## src/include/hpad_map.svh

```systemverilog
`ifndef HPAD_MAP_SVH
`define HPAD_MAP_SVH

// Host-side base of the system register area.
`define HPAD_HOST_REG_BASE   32'h000D_0000
// Internal processor and DMA base of the system register area.
`define HPAD_INT_REG_BASE    32'h4001_0000
// Span of the system register area decoded behind either base.
`define HPAD_REG_SPAN        32'h0001_0000
// Host-side base of the instruction RAM mirror window.
`define HPAD_MIRROR_BASE     32'h0000_0000
// Mirror window size: 768 Kbytes.
`define HPAD_MIRROR_SIZE     32'h000C_0000
// Top 52 Kbytes of the peripheral register region.
`define HPAD_PERIPH_SIZE     32'h0000_D000
`define HPAD_PERIPH_TOP      32'h000D_0000
`define HPAD_PERIPH_BASE     32'h000C_3000
// Internal base of the mapped peripheral span.
`define HPAD_PERIPH_INT_BASE 32'h4000_3000
// Instruction RAM base as seen internally.
`define HPAD_IRAM_BASE       32'h0000_0000
// Edges the boot-select synchroniser needs before its output is trusted.
`define HPAD_SYNC_FILL       2'h2

`endif

```

## src/include/hpad_pkg.sv

```systemverilog
package hpad_pkg;

    typedef enum logic [1:0] {
        HPAD_BOOT_EXT_MEM,
        HPAD_BOOT_SERIAL,
        HPAD_BOOT_HOST,
        HPAD_BOOT_IRAM
    } hpad_boot_t;

    typedef enum logic [2:0] {
        HPAD_TGT_NONE,
        HPAD_TGT_SYSREG,
        HPAD_TGT_IRAM,
        HPAD_TGT_PERIPH,
        HPAD_TGT_DENIED
    } hpad_tgt_t;

    typedef struct packed {
        logic        valid;
        logic [31:0] addr;
    } hpad_req_t;

    typedef struct packed {
        hpad_tgt_t   target;
        logic [31:0] offset;
    } hpad_dec_t;

endpackage

```

## src/core/hpad_window.sv

```systemverilog
`timescale 1ns/1ns
`include "hpad_map.svh"

// Tests whether an address falls into one window and gives its offset.
module hpad_window #(
    parameter logic [31:0] BASE = 32'h0000_0000,
    parameter logic [31:0] SIZE = 32'h0000_0001
) (
    input  wire logic [31:0] addr_i,
    output logic             hit_o,
    output logic [31:0]      offset_o
);

    assign offset_o = addr_i - BASE;
    assign hit_o    = (addr_i >= BASE) && (offset_o < SIZE);

endmodule

```

## src/core/hpad_decode.sv

```systemverilog
`timescale 1ns/1ns
`include "hpad_map.svh"

// Overview of operation
// Host accesses find system registers at offset plus base D_0000H.
// Processor and DMA find system registers at offset plus 4001_0000H.
// A 768 Kbyte mirror window reaches a target chosen by boot mode.
// Both boot selects low: host port disabled, host accesses reach nothing.
// Upper low, lower high: mirror window reserved, host access denied.
// Upper high: mirror window routes to the instruction RAM.
// Host space maps the top 52 Kbytes of the peripheral region.
// Boot selects are sampled at reset release and held until next reset.
module hpad_decode (
    input  wire logic             mclk_i,
    input  wire logic             rst_n_i,
    input  wire logic             boot_select_upper_i,
    input  wire logic             boot_select_lower_i,
    input  wire hpad_pkg::hpad_req_t host_req_i,
    input  wire hpad_pkg::hpad_req_t int_req_i,
    output hpad_pkg::hpad_dec_t   host_dec_o,
    output logic                  host_dec_valid_o,
    output hpad_pkg::hpad_dec_t   int_dec_o,
    output logic                  int_dec_valid_o,
    output hpad_pkg::hpad_boot_t  boot_mode_o,
    output logic                  host_port_en_o,
    output logic                  mode_ready_o
);

    // Boot pins come from outside, so they pass two flip-flops first.
    logic [1:0] boot_meta;
    logic [1:0] boot_sync;
    logic       mode_latched;
    hpad_pkg::hpad_boot_t boot_mode;

    always_ff @(posedge mclk_i or negedge rst_n_i)
    begin
        if (!rst_n_i)
        begin
            boot_meta <= 2'h0;
            boot_sync <= 2'h0;
        end
        else
        begin
            boot_meta <= {boot_select_upper_i, boot_select_lower_i};
            boot_sync <= boot_meta;
        end
    end

    // The mode is caught once, after the synchroniser has filled, and is
    // then frozen so that decoding never shifts under a running system.
    logic [1:0] fill_cnt;

    always_ff @(posedge mclk_i or negedge rst_n_i)
    begin
        if (!rst_n_i)
        begin
            fill_cnt     <= 2'h0;
            mode_latched <= 1'b0;
            boot_mode    <= hpad_pkg::HPAD_BOOT_EXT_MEM;
        end
        else if (!mode_latched)
        begin
            if (fill_cnt == `HPAD_SYNC_FILL)
            begin
                mode_latched <= 1'b1;
                boot_mode    <= hpad_pkg::hpad_boot_t'(boot_sync);
            end
            else
            begin
                fill_cnt <= fill_cnt + 2'h1;
            end
        end
    end

    assign boot_mode_o    = boot_mode;
    assign mode_ready_o   = mode_latched;
    // Until the mode is known the host port stays shut.
    assign host_port_en_o = mode_latched &&
        (boot_mode != hpad_pkg::HPAD_BOOT_EXT_MEM);

    logic        h_reg_hit;
    logic [31:0] h_reg_off;
    logic        h_mir_hit;
    logic [31:0] h_mir_off;
    logic        h_per_hit;
    logic [31:0] h_per_off;
    logic        i_reg_hit;
    logic [31:0] i_reg_off;

    hpad_window #(
        .BASE (`HPAD_HOST_REG_BASE),
        .SIZE (`HPAD_REG_SPAN)
    ) u_host_reg (
        .addr_i   (host_req_i.addr),
        .hit_o    (h_reg_hit),
        .offset_o (h_reg_off)
    );

    hpad_window #(
        .BASE (`HPAD_MIRROR_BASE),
        .SIZE (`HPAD_MIRROR_SIZE)
    ) u_host_mirror (
        .addr_i   (host_req_i.addr),
        .hit_o    (h_mir_hit),
        .offset_o (h_mir_off)
    );

    hpad_window #(
        .BASE (`HPAD_PERIPH_BASE),
        .SIZE (`HPAD_PERIPH_SIZE)
    ) u_host_periph (
        .addr_i   (host_req_i.addr),
        .hit_o    (h_per_hit),
        .offset_o (h_per_off)
    );

    hpad_window #(
        .BASE (`HPAD_INT_REG_BASE),
        .SIZE (`HPAD_REG_SPAN)
    ) u_int_reg (
        .addr_i   (int_req_i.addr),
        .hit_o    (i_reg_hit),
        .offset_o (i_reg_off)
    );

    hpad_pkg::hpad_dec_t next_host_dec;
    hpad_pkg::hpad_dec_t next_int_dec;

    always_comb
    begin
        next_host_dec.target = hpad_pkg::HPAD_TGT_NONE;
        next_host_dec.offset = 32'h0000_0000;
        if (!host_port_en_o)
        begin
            next_host_dec.target = hpad_pkg::HPAD_TGT_NONE;
        end
        else if (h_reg_hit)
        begin
            next_host_dec.target = hpad_pkg::HPAD_TGT_SYSREG;
            next_host_dec.offset = h_reg_off;
        end
        else if (h_mir_hit)
        begin
            unique case (boot_mode)
                hpad_pkg::HPAD_BOOT_SERIAL:
                begin
                    next_host_dec.target = hpad_pkg::HPAD_TGT_DENIED;
                end
                hpad_pkg::HPAD_BOOT_HOST,
                hpad_pkg::HPAD_BOOT_IRAM:
                begin
                    next_host_dec.target = hpad_pkg::HPAD_TGT_IRAM;
                    next_host_dec.offset = `HPAD_IRAM_BASE + h_mir_off;
                end
                hpad_pkg::HPAD_BOOT_EXT_MEM:
                begin
                    next_host_dec.target = hpad_pkg::HPAD_TGT_NONE;
                end
            endcase
        end
        else if (h_per_hit)
        begin
            next_host_dec.target = hpad_pkg::HPAD_TGT_PERIPH;
            next_host_dec.offset = `HPAD_PERIPH_INT_BASE + h_per_off;
        end
    end

    always_comb
    begin
        next_int_dec.target = hpad_pkg::HPAD_TGT_NONE;
        next_int_dec.offset = 32'h0000_0000;
        if (i_reg_hit)
        begin
            next_int_dec.target = hpad_pkg::HPAD_TGT_SYSREG;
            next_int_dec.offset = i_reg_off;
        end
    end

    // Results are registered: one cycle from request to decode.
    always_ff @(posedge mclk_i or negedge rst_n_i)
    begin
        if (!rst_n_i)
        begin
            host_dec_o       <= '0;
            host_dec_valid_o <= 1'b0;
        end
        else
        begin
            host_dec_valid_o <= host_req_i.valid;
            host_dec_o       <= next_host_dec;
        end
    end

    always_ff @(posedge mclk_i or negedge rst_n_i)
    begin
        if (!rst_n_i)
        begin
            int_dec_o       <= '0;
            int_dec_valid_o <= 1'b0;
        end
        else
        begin
            int_dec_valid_o <= int_req_i.valid;
            int_dec_o       <= next_int_dec;
        end
    end

    host_reg_base_a: assert property (
        @(posedge mclk_i) disable iff (!rst_n_i)
        (host_port_en_o && host_req_i.valid &&
         host_req_i.addr == `HPAD_HOST_REG_BASE + 32'h0000_0010)
        |=> (host_dec_o.target == hpad_pkg::HPAD_TGT_SYSREG &&
             host_dec_o.offset == 32'h0000_0010)
    ) else $error("host register decode wrong");

    int_reg_base_a: assert property (
        @(posedge mclk_i) disable iff (!rst_n_i)
        (int_req_i.valid && int_req_i.addr[31:16] == 16'h4001)
        |=> (int_dec_o.target == hpad_pkg::HPAD_TGT_SYSREG &&
             int_dec_o.offset == {16'h0000, $past(int_req_i.addr[15:0])})
    ) else $error("internal register decode wrong");

    mirror_size_a: assert property (
        @(posedge mclk_i) disable iff (!rst_n_i)
        (host_req_i.addr == 32'h000C_0000)
        |=> (host_dec_o.target != hpad_pkg::HPAD_TGT_IRAM)
    ) else $error("mirror window too large");

    port_off_a: assert property (
        @(posedge mclk_i) disable iff (!rst_n_i)
        (boot_mode == hpad_pkg::HPAD_BOOT_EXT_MEM)
        |=> (host_dec_o.target == hpad_pkg::HPAD_TGT_NONE)
    ) else $error("host access with port disabled");

    mirror_denied_a: assert property (
        @(posedge mclk_i) disable iff (!rst_n_i)
        (mode_latched && boot_mode == hpad_pkg::HPAD_BOOT_SERIAL &&
         host_req_i.addr < `HPAD_MIRROR_SIZE)
        |=> (host_dec_o.target == hpad_pkg::HPAD_TGT_DENIED)
    ) else $error("reserved mirror not denied");

    mirror_iram_a: assert property (
        @(posedge mclk_i) disable iff (!rst_n_i)
        (mode_latched && boot_mode[1] && host_req_i.addr < `HPAD_MIRROR_SIZE)
        |=> (host_dec_o.target == hpad_pkg::HPAD_TGT_IRAM &&
             host_dec_o.offset == $past(host_req_i.addr))
    ) else $error("mirror not routed to instruction RAM");

    periph_top_a: assert property (
        @(posedge mclk_i) disable iff (!rst_n_i)
        (host_port_en_o && host_req_i.addr == `HPAD_PERIPH_TOP - 32'h4)
        |=> (host_dec_o.target == hpad_pkg::HPAD_TGT_PERIPH)
    ) else $error("peripheral top not mapped");

    mode_hold_a: assert property (
        @(posedge mclk_i) disable iff (!rst_n_i)
        mode_latched |=> (mode_latched && $stable(boot_mode))
    ) else $error("boot mode changed after capture");

endmodule

```

## config.mk

```make
export PLATFORM = sky130hd
export DESIGN_NAME = hpad_decode
export DESIGN_NICKNAME = d
export VERILOG_FILES = /design/src/include/hpad_pkg.sv /design/src/core/hpad_window.sv /design/src/core/hpad_decode.sv
export VERILOG_INCLUDE_DIRS = /design/src /design/src/include
export SDC_FILE = /design/constraint.sdc
export NUM_CORES = 1
export LEC_CHECK = 0
export BUFFER_PORTS_ARGS = -buffer_cell sky130_fd_sc_hd__buf_4
export CAP_MARGIN = 20
export CORE_MARGIN = 3
export CORE_UTILIZATION = 41
export CTS_CLUSTER_SIZE = 24
export DETAILED_ROUTE_END_ITERATION = 16
export PLACE_DENSITY_LB_ADDON = 0.1
export SYNTH_ARGS = -nofsm -noshare
export SYNTH_HDL_FRONTEND = slang
export SYNTH_SLANG_ARGS = --single-unit
```

## constraint.sdc

```tcl
create_clock -name mclk_i -period 1.7 [get_ports mclk_i]
set_clock_uncertainty 0.2 [all_clocks]
set_input_delay 0.085 -clock mclk_i [delete_from_list [all_inputs] [get_ports mclk_i]]
set_output_delay 0.085 -clock mclk_i [all_outputs]
set_load 0.03 [all_outputs]
```

==> After elaboration in Yosys (flattened, before gate mapping) <==
Index checks and enable logic that the tools add are counted.
Widths: inputs -> output; s select.
{ "classes": {"n_addsub": 5, "multipliers": 0, "n_div": 0, "magnitude_cmp": 8, "eq_ne": 4, "n_shift": 0, "mux": 10, "bitwise_logic": 2, "n_reduce_logical": 10} }
{ "ops": {"columns": ["cell", "n"], "rows": [
  ["$mux 35", 2],
  ["$ge 32x20->1 const B", 2],
  ["$lt 32x17->1 const B", 2],
  ["$mux 32", 2],
  ["$sub 32x20->32 const B", 2],
  ["$mux 34", 1],
  ["$mux 33", 1],
  ["$add 31x32->32 const A", 1],
  ["$ge 32x1->1 const B", 1],
  ["$ge 32x31->1 const B", 1],
  ["$lt 32x16->1 const B", 1],
  ["$lt 32x20->1 const B", 1],
  ["$sub 32x31->32 const B", 1],
  ["$pmux 3 s3", 1],
  ["$eq 2x2->1 const B", 3],
  ["$logic_and 1x1->1", 5],
  ["$reduce_and 2->1", 2],
  ["$mux 3", 1],
  ["$add 2x1->2 const B", 1],
  ["$eq 2x1->1 const B", 1],
  ["$logic_not 2->1", 1],
  ["$mux 1", 2],
  ["$not 1->1", 2],
  ["$reduce_bool 2->1", 1],
  ["$reduce_or 2->1", 1]
]} }
{ "totals": {"regBits": 79, "latch_bits": 0, "ram_bits": 0, "romBits": 0, "in_bits": 70, "output_inout_bits": 76, "elab_cells": 50, "memories": 0} }

==> Longest topological paths before layout <==
Gate-level depths: netlist of the first run.
{ "depth": {"word_depth": 7, "mapped_depth": 11, "mapped_depth_nobuf": 9} }

==> Hierarchy <==
Synthesis of the first run repeated with hierarchy kept, for this count alone.
{ "hier_totals": {"cells_unflattened": 619, "hier_area_um2": 5561.6} }
{ "by_module_without_submodules": {"columns": ["module", "n_inst", "cells_each", "area_per_inst_um2"], "rows": [
  ["hpad_decode", 1, 319, 3419.5],
  ["hpad_window (u_host_periph)", 1, 101, 714.4],
  ["hpad_window (u_int_reg)", 1, 79, 593.1],
  ["hpad_window (u_host_reg)", 1, 83, 563.0],
  ["hpad_window (u_host_mirror)", 1, 37, 271.5]
]} }

==> Worst setup path before layout of the first run <==
OpenSTA, ideal clock, no wires.
{ "synth_path": {"path_kind": "input-to-reg", "startpoint": "input port host_req_i[12] (netlist name)", "endpoint": "register host_dec_o[12] (netlist name)", "t_arrival_ns": 2.135, "required_ns": 1.434, "path_slack_ns": -0.701, "path_stages": 10, "path_buffers": 2, "path_cell_list": "ha_1 clkbuf_1 o31ai_2 a21oi_1 o31a_1 a2111oi_2 nand4_4 a31oi_4 buf_6 and2_1"} }
{ "synth_rtl": {"columns": ["item", "line", "rtl"], "rows": [
  ["start, declared", "hpad_decode.sv:18", "input wire hpad_pkg::hpad_req_t host_req_i,"],
  ["end signal, assigned", "hpad_decode.sv:190", "host_dec_o <= next_host_dec;"],
  ["end, declared", "hpad_decode.sv:20", "output hpad_pkg::hpad_dec_t host_dec_o,"]
]} }

==> results.json, run 1 <==
{
  "ioPinCount": 146,
  "synthTopCellsByCount": "dfrtp_1 (79), and2_1 (32), nand2_1 (24), nor2_1 (22), a21oi_1 (11)",
  "slowest_delay_ns": 0.28,
  "initialDrtViolationCount": 122,
  "port-buffer-count": 143,
  "r2r_end": "host_dec_o[14]$_DFF_PN0_",
  "initial_utilization_pct": 42.6,
  "hold_viol": 0,
  "power.share.combinational_pct": 18.3,
  "drc": 0,
  "synthArstFlopShare_pct": 100,
  "synth_most_common_cell": "dfrtp_1",
  "switching_power_mw": 1.08,
  "synth-seq-cells": 79,
  "violations": "negative setup slack",
  "grt_setup_unrepaired": "yes",
  "ant_nets": 0,
  "clockPowerShare_pct": 37.8,
  "row_count": 33,
  "dp_worst_setup_slack_ns": -0.885,
  "avgSynthCellArea_um2": 11.3,
  "synth_enable_flop_cells": 0,
  "drt-vias-per-instance": 4.72,
  "clkTransAtPathRegs_ns": 0.08,
  "r2r_slack_ns": 0.16,
  "crit_chain": "buf_8, inv_8, ha_4, o31ai_4, o211ai_1, buf_4, o2111ai_2, nor4_2, buf_4, nand4_4, buf_6, a31oi_4, and2_4",
  "antenna_cells": 0,
  "fmax_ghz": 0.486,
  "r2r_cells": 4,
  "yosys.area.top_type_share_pct": 55.9,
  "routabilityCongestion": 0.882,
  "grt_util_met1_pct": 27.0,
  "switching_share_pct": 24.5,
  "cp-start-kind": "primary input",
  "clock_path_buffers": 2,
  "cpMaxStageDelayCell": "nor4_2",
  "endpoint_kind": "flip-flop",
  "area_delta_synth_final_pct": 84.6,
  "grt_max_degree": 80,
  "core_area_um2": 8300,
  "min_from": "host_req_i[17]",
  "drv_cap": 0,
  "arrival_ns": 2.15,
  "whs_ns": 0.0529,
  "cts_tree": "done",
  "pwr-share-seq_pct": 43.9,
  "maxSlewViolCount": 0,
  "fin_crit_sh_pct": 121,
  "crit_top_cell": "buf_4",
  "required_ns": 1.79,
  "total_power_mw": 4.40,
  "die_w_um": 98.9,
  "nets": 695,
  "globalRouteOverflowTotal": 0,
  "status": "complete, but fails checks",
  "dr.pass1.iters": 4,
  "synth_area_leaders": "dfrtp_1 (56%), and2_1 (5.7%), ha_1 (3.2%), nand2_1 (2.5%), nor2_1 (2.3%)",
  "cts_buffers": 9,
  "worst-path-max-fanout": 7,
  "dp_hpwl_mm": 7.06,
  "track_usage_pct": 21.3,
  "ir_worst_vdd_mv": 0.467,
  "multiInputGateArea_um2": 1800,
  "wl_per_cell_um": 14.3,
  "grt_pass1_wl_mm": 16.6,
  "ys.flop_type": "dfrtp_1",
  "min_path_cells": 5,
  "drive_above_1_share_pct": 50.2,
  "leakage_nw": 3.20,
  "min_path_type": "primary input to flip-flop",
  "power.density_nw_per_um2": 674,
  "intPower_mw": 3.32,
  "setup_viol": 34,
  "htree_levels": 3,
  "root_buffer": "clkbuf_8",
  "dp.cells": 651,
  "regArea_um2": 1980,
  "use_met3_pct": 4.67,
  "critPathKind": "primary input to flip-flop",
  "worstSkewPairLatency_ns": 0.34,
  "grtUsageMet2_pct": 36.5,
  "cts_num_sinks": 79,
  "syn_area_um2": 3540,
  "fin_ws_ns": -0.358,
  "ys_seq_area_share_pct": 55.9,
  "r2r_start": "boot_mode_o[0]$_DFFE_PN0P_",
  "die_area_um2": 9770,
  "synth_cell_types": 59,
  "drt-total-wl_mm": 10.4,
  "synth_cells": 313,
  "first_global_vias": 3401,
  "fin_cells": 725,
  "yosys.area.top_type": "dfrtp_1",
  "vias": 3421,
  "yosys_warnings": 0,
  "busiest_layer": "met2",
  "post-route-min-period_ns": 2.06,
  "die_h_um": 98.9,
  "fillers": 520,
  "antenna_found_initial": 0,
  "min_to": "host_dec_o[17]$_DFF_PN0_"
}
==> area by class of cell <==
class	count	share of cell area, %
well taps	105	2.01
inverters	10	0.805
clock buffers	9	1.90
multi-input cells	235	27.6
flip-flops and latches	79	30.3
clock inverters	6	1.78
repair buffers	281	35.6
==> worst max-delay path by stage <==
stage                    from                        to  slack, ns  depth (start not counted)
4_1_cts        host_req_i[12]  host_dec_o[15]$_DFF_PN0_      -0.35                          9
3_3_place_gp   host_req_i[17]  host_dec_o[15]$_DFF_PN0_      -0.75                         11
5_1_grt        host_req_i[17]  host_dec_o[12]$_DFF_PN0_      -0.47                         13
3_5_place_dp   host_req_i[17]   host_dec_o[4]$_DFF_PN0_      -0.89                         10
2_1_floorplan  host_req_i[12]  host_dec_o[10]$_DFF_PN0_      -0.58                          9
6_report       host_req_i[17]   host_dec_o[4]$_DFF_PN0_      -0.36                         13
==> critical path: cells and delay by family <==
family,cells,cell delay [ns]
compound gates,4,0.67
fa+ha+maj,1,0.14
buf+inv,5,0.66
simple gates,3,0.60
==> sequential cells by signal (all words and copies together), names as in the netlist <==
| register | count |
|---|---|
| int_dec_valid_o | 1 |
| mode_ready_o | 1 |
| boot_mode_o | 2 |
| host_dec_o | 35 |
| int_dec_o | 33 |
| boot_meta | 2 |
| boot_sync | 2 |
| fill_cnt | 2 |
| host_dec_valid_o | 1 |
==> timing repair <==
item                       CTS  global route
setup endpoints to repair   24            41
pin swaps                   21            33
hold buffers                43             1
setup buffers                6             7
cloned                       1             1
hold endpoints to repair   120             1
gates resized for setup     40            36
==> metal layers <==
metal / vias to the layer above / share of wire (%)
met1: 1618 / 41
li1: 1674 / -
met4: 0 / 1.2
met2: 121 / 51
met3: 8 / 6.9
met5: - / 0
==> power by group through the flow <==
stage | Clock [mW] | Combinational, mW | Sequential (mW)
3_3_place_gp | 0 | 0.655 | 1.97
2_1_floorplan | 0 | 0.191 | 2.04
4_1_cts | 1.70 | 0.777 | 1.93
6_report | 1.66 | 0.805 | 1.93
3_5_place_dp | 0 | 0.661 | 1.97
5_1_grt | 1.78 | 0.870 | 1.93
==> cell families after synthesis <==
kind of cell             after synthesis  synth area share (%)
other                                  1                 0.106
adder cells (fa/ha/maj)                9                  3.18
flip-flops                            79                  55.9
AO/OA/AOI/OAI                         51                  11.1
XOR/XNOR                              11                  2.72
AND/OR/NAND/NOR                      133                  22.4
multiplexers                           3                 0.920
buffers and inverters                 26                  3.57
==> through the flow <==
stage | instance area (um2) | utilization (%) | setup TNS, ns
after global placement | 5440 | 65.6 | -22.51
final | 6530 | 78.6 | -6.57
after detailed placement | 5440 | 65.6 | -24.88
after global routing | 6530 | 78.6 | -10.46
after floorplan | 3740 | - | -12.34
after CTS | 6330 | 76.2 | -5.65
==> layout by cell type, fill, tap and decap left out, types with 3 or more instances in the layout <==
cell	Yosys	layout
nor4_2	1	4
ha_4	0	3
xor2_1	5	5
nand4_1	4	4
nand3b_1	3	3
nor2b_1	3	3
nand2_1	24	22
nand3_1	4	3
o21ai_1	3	6
buf_8	0	4
and2_4	0	13
nor2_1	22	21
buf_4	2	218
a221o_1	3	3
a21oi_1	11	7
dfrtp_1	79	79
nand2b_1	7	7
clkbuf_8	0	9
buf_6	2	13
o21ai_0	7	4
dlygate4sd3_1	0	44
bufinv_16	0	3
o211ai_1	4	4
and2_1	32	19
inv_1	9	7
nor3_1	6	6
conb_1	1	27
ha_1	9	5
a21oi_2	0	4
xnor2_1	6	6
No activity file was read; power rests on OpenSTA's default activity.
==> run 2, diff against run 1 <==
--- a/config.mk
+++ b/config.mk
@@ -9,7 +9,7 @@
 export BUFFER_PORTS_ARGS = -buffer_cell sky130_fd_sc_hd__buf_4
 export CAP_MARGIN = 20
 export CORE_MARGIN = 3
-export CORE_UTILIZATION = 41
+export CORE_UTILIZATION = 43
 export CTS_CLUSTER_SIZE = 24
 export DETAILED_ROUTE_END_ITERATION = 16
 export PLACE_DENSITY_LB_ADDON = 0.1
==> run 2 against run 1 <==
Net effect:
- the run ends with negative hold slack, negative setup slack left
- hold slack worse by 0.24 ns
- cell count fell by 2.1%
- first-iteration DRC count increased by 25%
- flip-flop and latch count is the same
- combinational power is 2% higher
- wire length grew 8.0%
- non-clock buffer count shrank 13
- die area is 4.4% lower
- register-to-register slack worse by 0.16 ns
- setup slack lost 0.018 ns
- power rose by 1.4%
- largest cell class unchanged
- largest power group unchanged
==> results.json, run 2 (synthesis gave the netlist of run 1 again) <==
{
  "cts_buffers": 9,
  "worst-path-max-fanout": 4,
  "drv_cap": 0,
  "clkTransAtPathRegs_ns": 0.08,
  "die_h_um": 96.7,
  "arrival_ns": 2.15,
  "htree_levels": 3,
  "drc": 0,
  "ant_nets": 0,
  "die_area_um2": 9350,
  "fillers": 461,
  "ir_worst_vdd_mv": 0.413,
  "core_area_um2": 7850,
  "violations": "negative hold slack, negative setup slack",
  "critPathKind": "primary input to flip-flop",
  "clockPowerShare_pct": 38.2,
  "dr.pass1.iters": 4,
  "endpoint_kind": "flip-flop",
  "required_ns": 1.78,
  "port-buffer-count": 143,
  "antenna_found_initial": 0,
  "layout_common_cells": "buf_4 (205), dfrtp_1 (79), dlygate4sd3_1 (41)",
  "row_count": 32,
  "drive_above_1_share_pct": 51.2,
  "track_usage_pct": 22.1,
  "power.share.combinational_pct": 18.5,
  "fin_crit_sh_pct": 122,
  "largest-register": "host_dec_o",
  "power.density_nw_per_um2": 680,
  "dp_hpwl_mm": 7.09,
  "utilization_pct": 83.6,
  "initial_utilization_pct": 45.1,
  "ioPinCount": 146,
  "grt_max_degree": 47,
  "grt_setup_unrepaired": "yes",
  "drt-vias-per-instance": 4.89,
  "leakage_nw": 3.17,
  "root_buffer": "clkbuf_8",
  "pwr-share-seq_pct": 43.3,
  "clock_path_buffers": 2,
  "fin_ws_ns": -0.377,
  "maxSlewViolCount": 0,
  "hold_buffers": 41,
  "min_path_type": "primary input to flip-flop",
  "whs_ns": -0.186,
  "drt-total-wl_mm": 11.2,
  "hold_viol": 1,
  "final_common_cell": "buf_4",
  "dp_worst_setup_slack_ns": -0.809,
  "antenna_cells": 0,
  "status": "complete, but fails checks",
  "initialDrtViolationCount": 152,
  "first_global_vias": 3451,
  "wl_per_cell_um": 15.8,
  "cts_num_sinks": 79,
  "cp-start-kind": "primary input",
  "cts_tree": "done",
  "worstSkewPairLatency_ns": 0.34,
  "intPower_mw": 3.34,
  "post-route-min-period_ns": 2.08,
  "largest_register_ffs": 35,
  "die_w_um": 96.7,
  "reg_top3": "host_dec_o: 35 flops, int_dec_o: 33 flops",
  "routabilityCongestion": 0.907,
  "grt_pass1_wl_mm": 16.7,
  "area_delta_synth_final_pct": 85.5,
  "nets": 682,
  "fmax_ghz": 0.482,
  "switching_power_mw": 1.12,
  "vias": 3469,
  "switching_share_pct": 25.2,
  "setup_viol": 42,
  "globalRouteOverflowTotal": 0
}
[run 2: power groups by stage]
stage          clock network, mW  logic [mW]  registers [mW]
2_1_floorplan                  0       0.191            2.04
3_3_place_gp                   0       0.646            1.97
3_5_place_dp                   0       0.654            1.97
4_1_cts                     1.74       0.777            1.93
5_1_grt                     1.82       0.884            1.94
6_report                    1.70       0.825            1.93
[run 2: area by class of cell]
type,count,area [um2],share of cell area (%)
Timing Repair Buffer,268,2290,34.9
Sequential cell,79,1980,30.1
Multi-Input combinational cell,235,1870,28.5
Tap cell,102,128,1.95
Clock inverter,7,126,1.93
Clock buffer,9,124,1.89
Inverter,10,45.0,0.687
[run 2: what timing repair did]
item / 4_1_cts / 5_1_grt
cloned: 0 / 4
endpoints found under the hold margin: 120 / 1
pin swaps: 16 / 33
endpoints found under the setup margin: 42 / 43
resized for setup: 35 / 44
buffers inserted: 7 / 3
[run 2: final timing paths]
path | start | endpoint | slack [ns] | cells after the start
setup / recovery | host_req_i[30] | host_dec_o[14]$_DFF_PN0_ | -0.38 | 10
hold / removal | host_req_i[16] | host_dec_o[16]$_DFF_PN0_ | -0.19 | 3
setup reg to reg | boot_mode_o[1]$_DFFE_PN0P_ | host_dec_o[14]$_DFF_PN0_ | 0 | 4
hold reg to reg | boot_meta[1]$_DFF_PN0_ | boot_sync[1]$_DFF_PN0_ | 0.15 | 0
max in group asynchronous | rst_n_i | host_dec_o[5]$_DFF_PN0_ | 0.69 | 3
min in group asynchronous | rst_n_i | int_dec_o[22]$_DFF_PN0_ | 0.03 | 2
[run 2: metrics by stage]
| stage | hold WS (ns) | cells | area, um2 | TNS, ns | power, mW |
|---|---|---|---|---|---|
| 2_1_floorplan | -0.411 | 339 | 3740 | -12.34 | 2.23 |
| 3_3_place_gp | -0.146 | 639 | 5400 | -21.27 | 2.61 |
| 3_5_place_dp | -0.140 | 639 | 5400 | -25.08 | 2.62 |
| 4_1_cts | -0.211 | 703 | 6270 | -5.37 | 4.45 |
| 5_1_grt | -0.182 | 710 | 6560 | -10.61 | 4.64 |
| 6_report | -0.186 | 710 | 6560 | -7.18 | 4.46 |
[run 2: per-layer routing]
metal	up-vias	part of all wire [%]	track usage [%]
met3	16	5.6	4.83
met1	1666	40	26.4
li1	1650	-	-
met4	0	1.8	7.02
met5	-	0	0
met2	137	53	39.4
[run 2: critical path, stage by stage]
cell and delay (ns):
buf_4 0.12, nor4_2 0.28, buf_4 0.16, nand2_1 0.05
a211o_1 0.29, a2111oi_4 0.42, nand4_4 0.19, buf_6 0.18
nor4_2 0.20, a221o_1 0.17
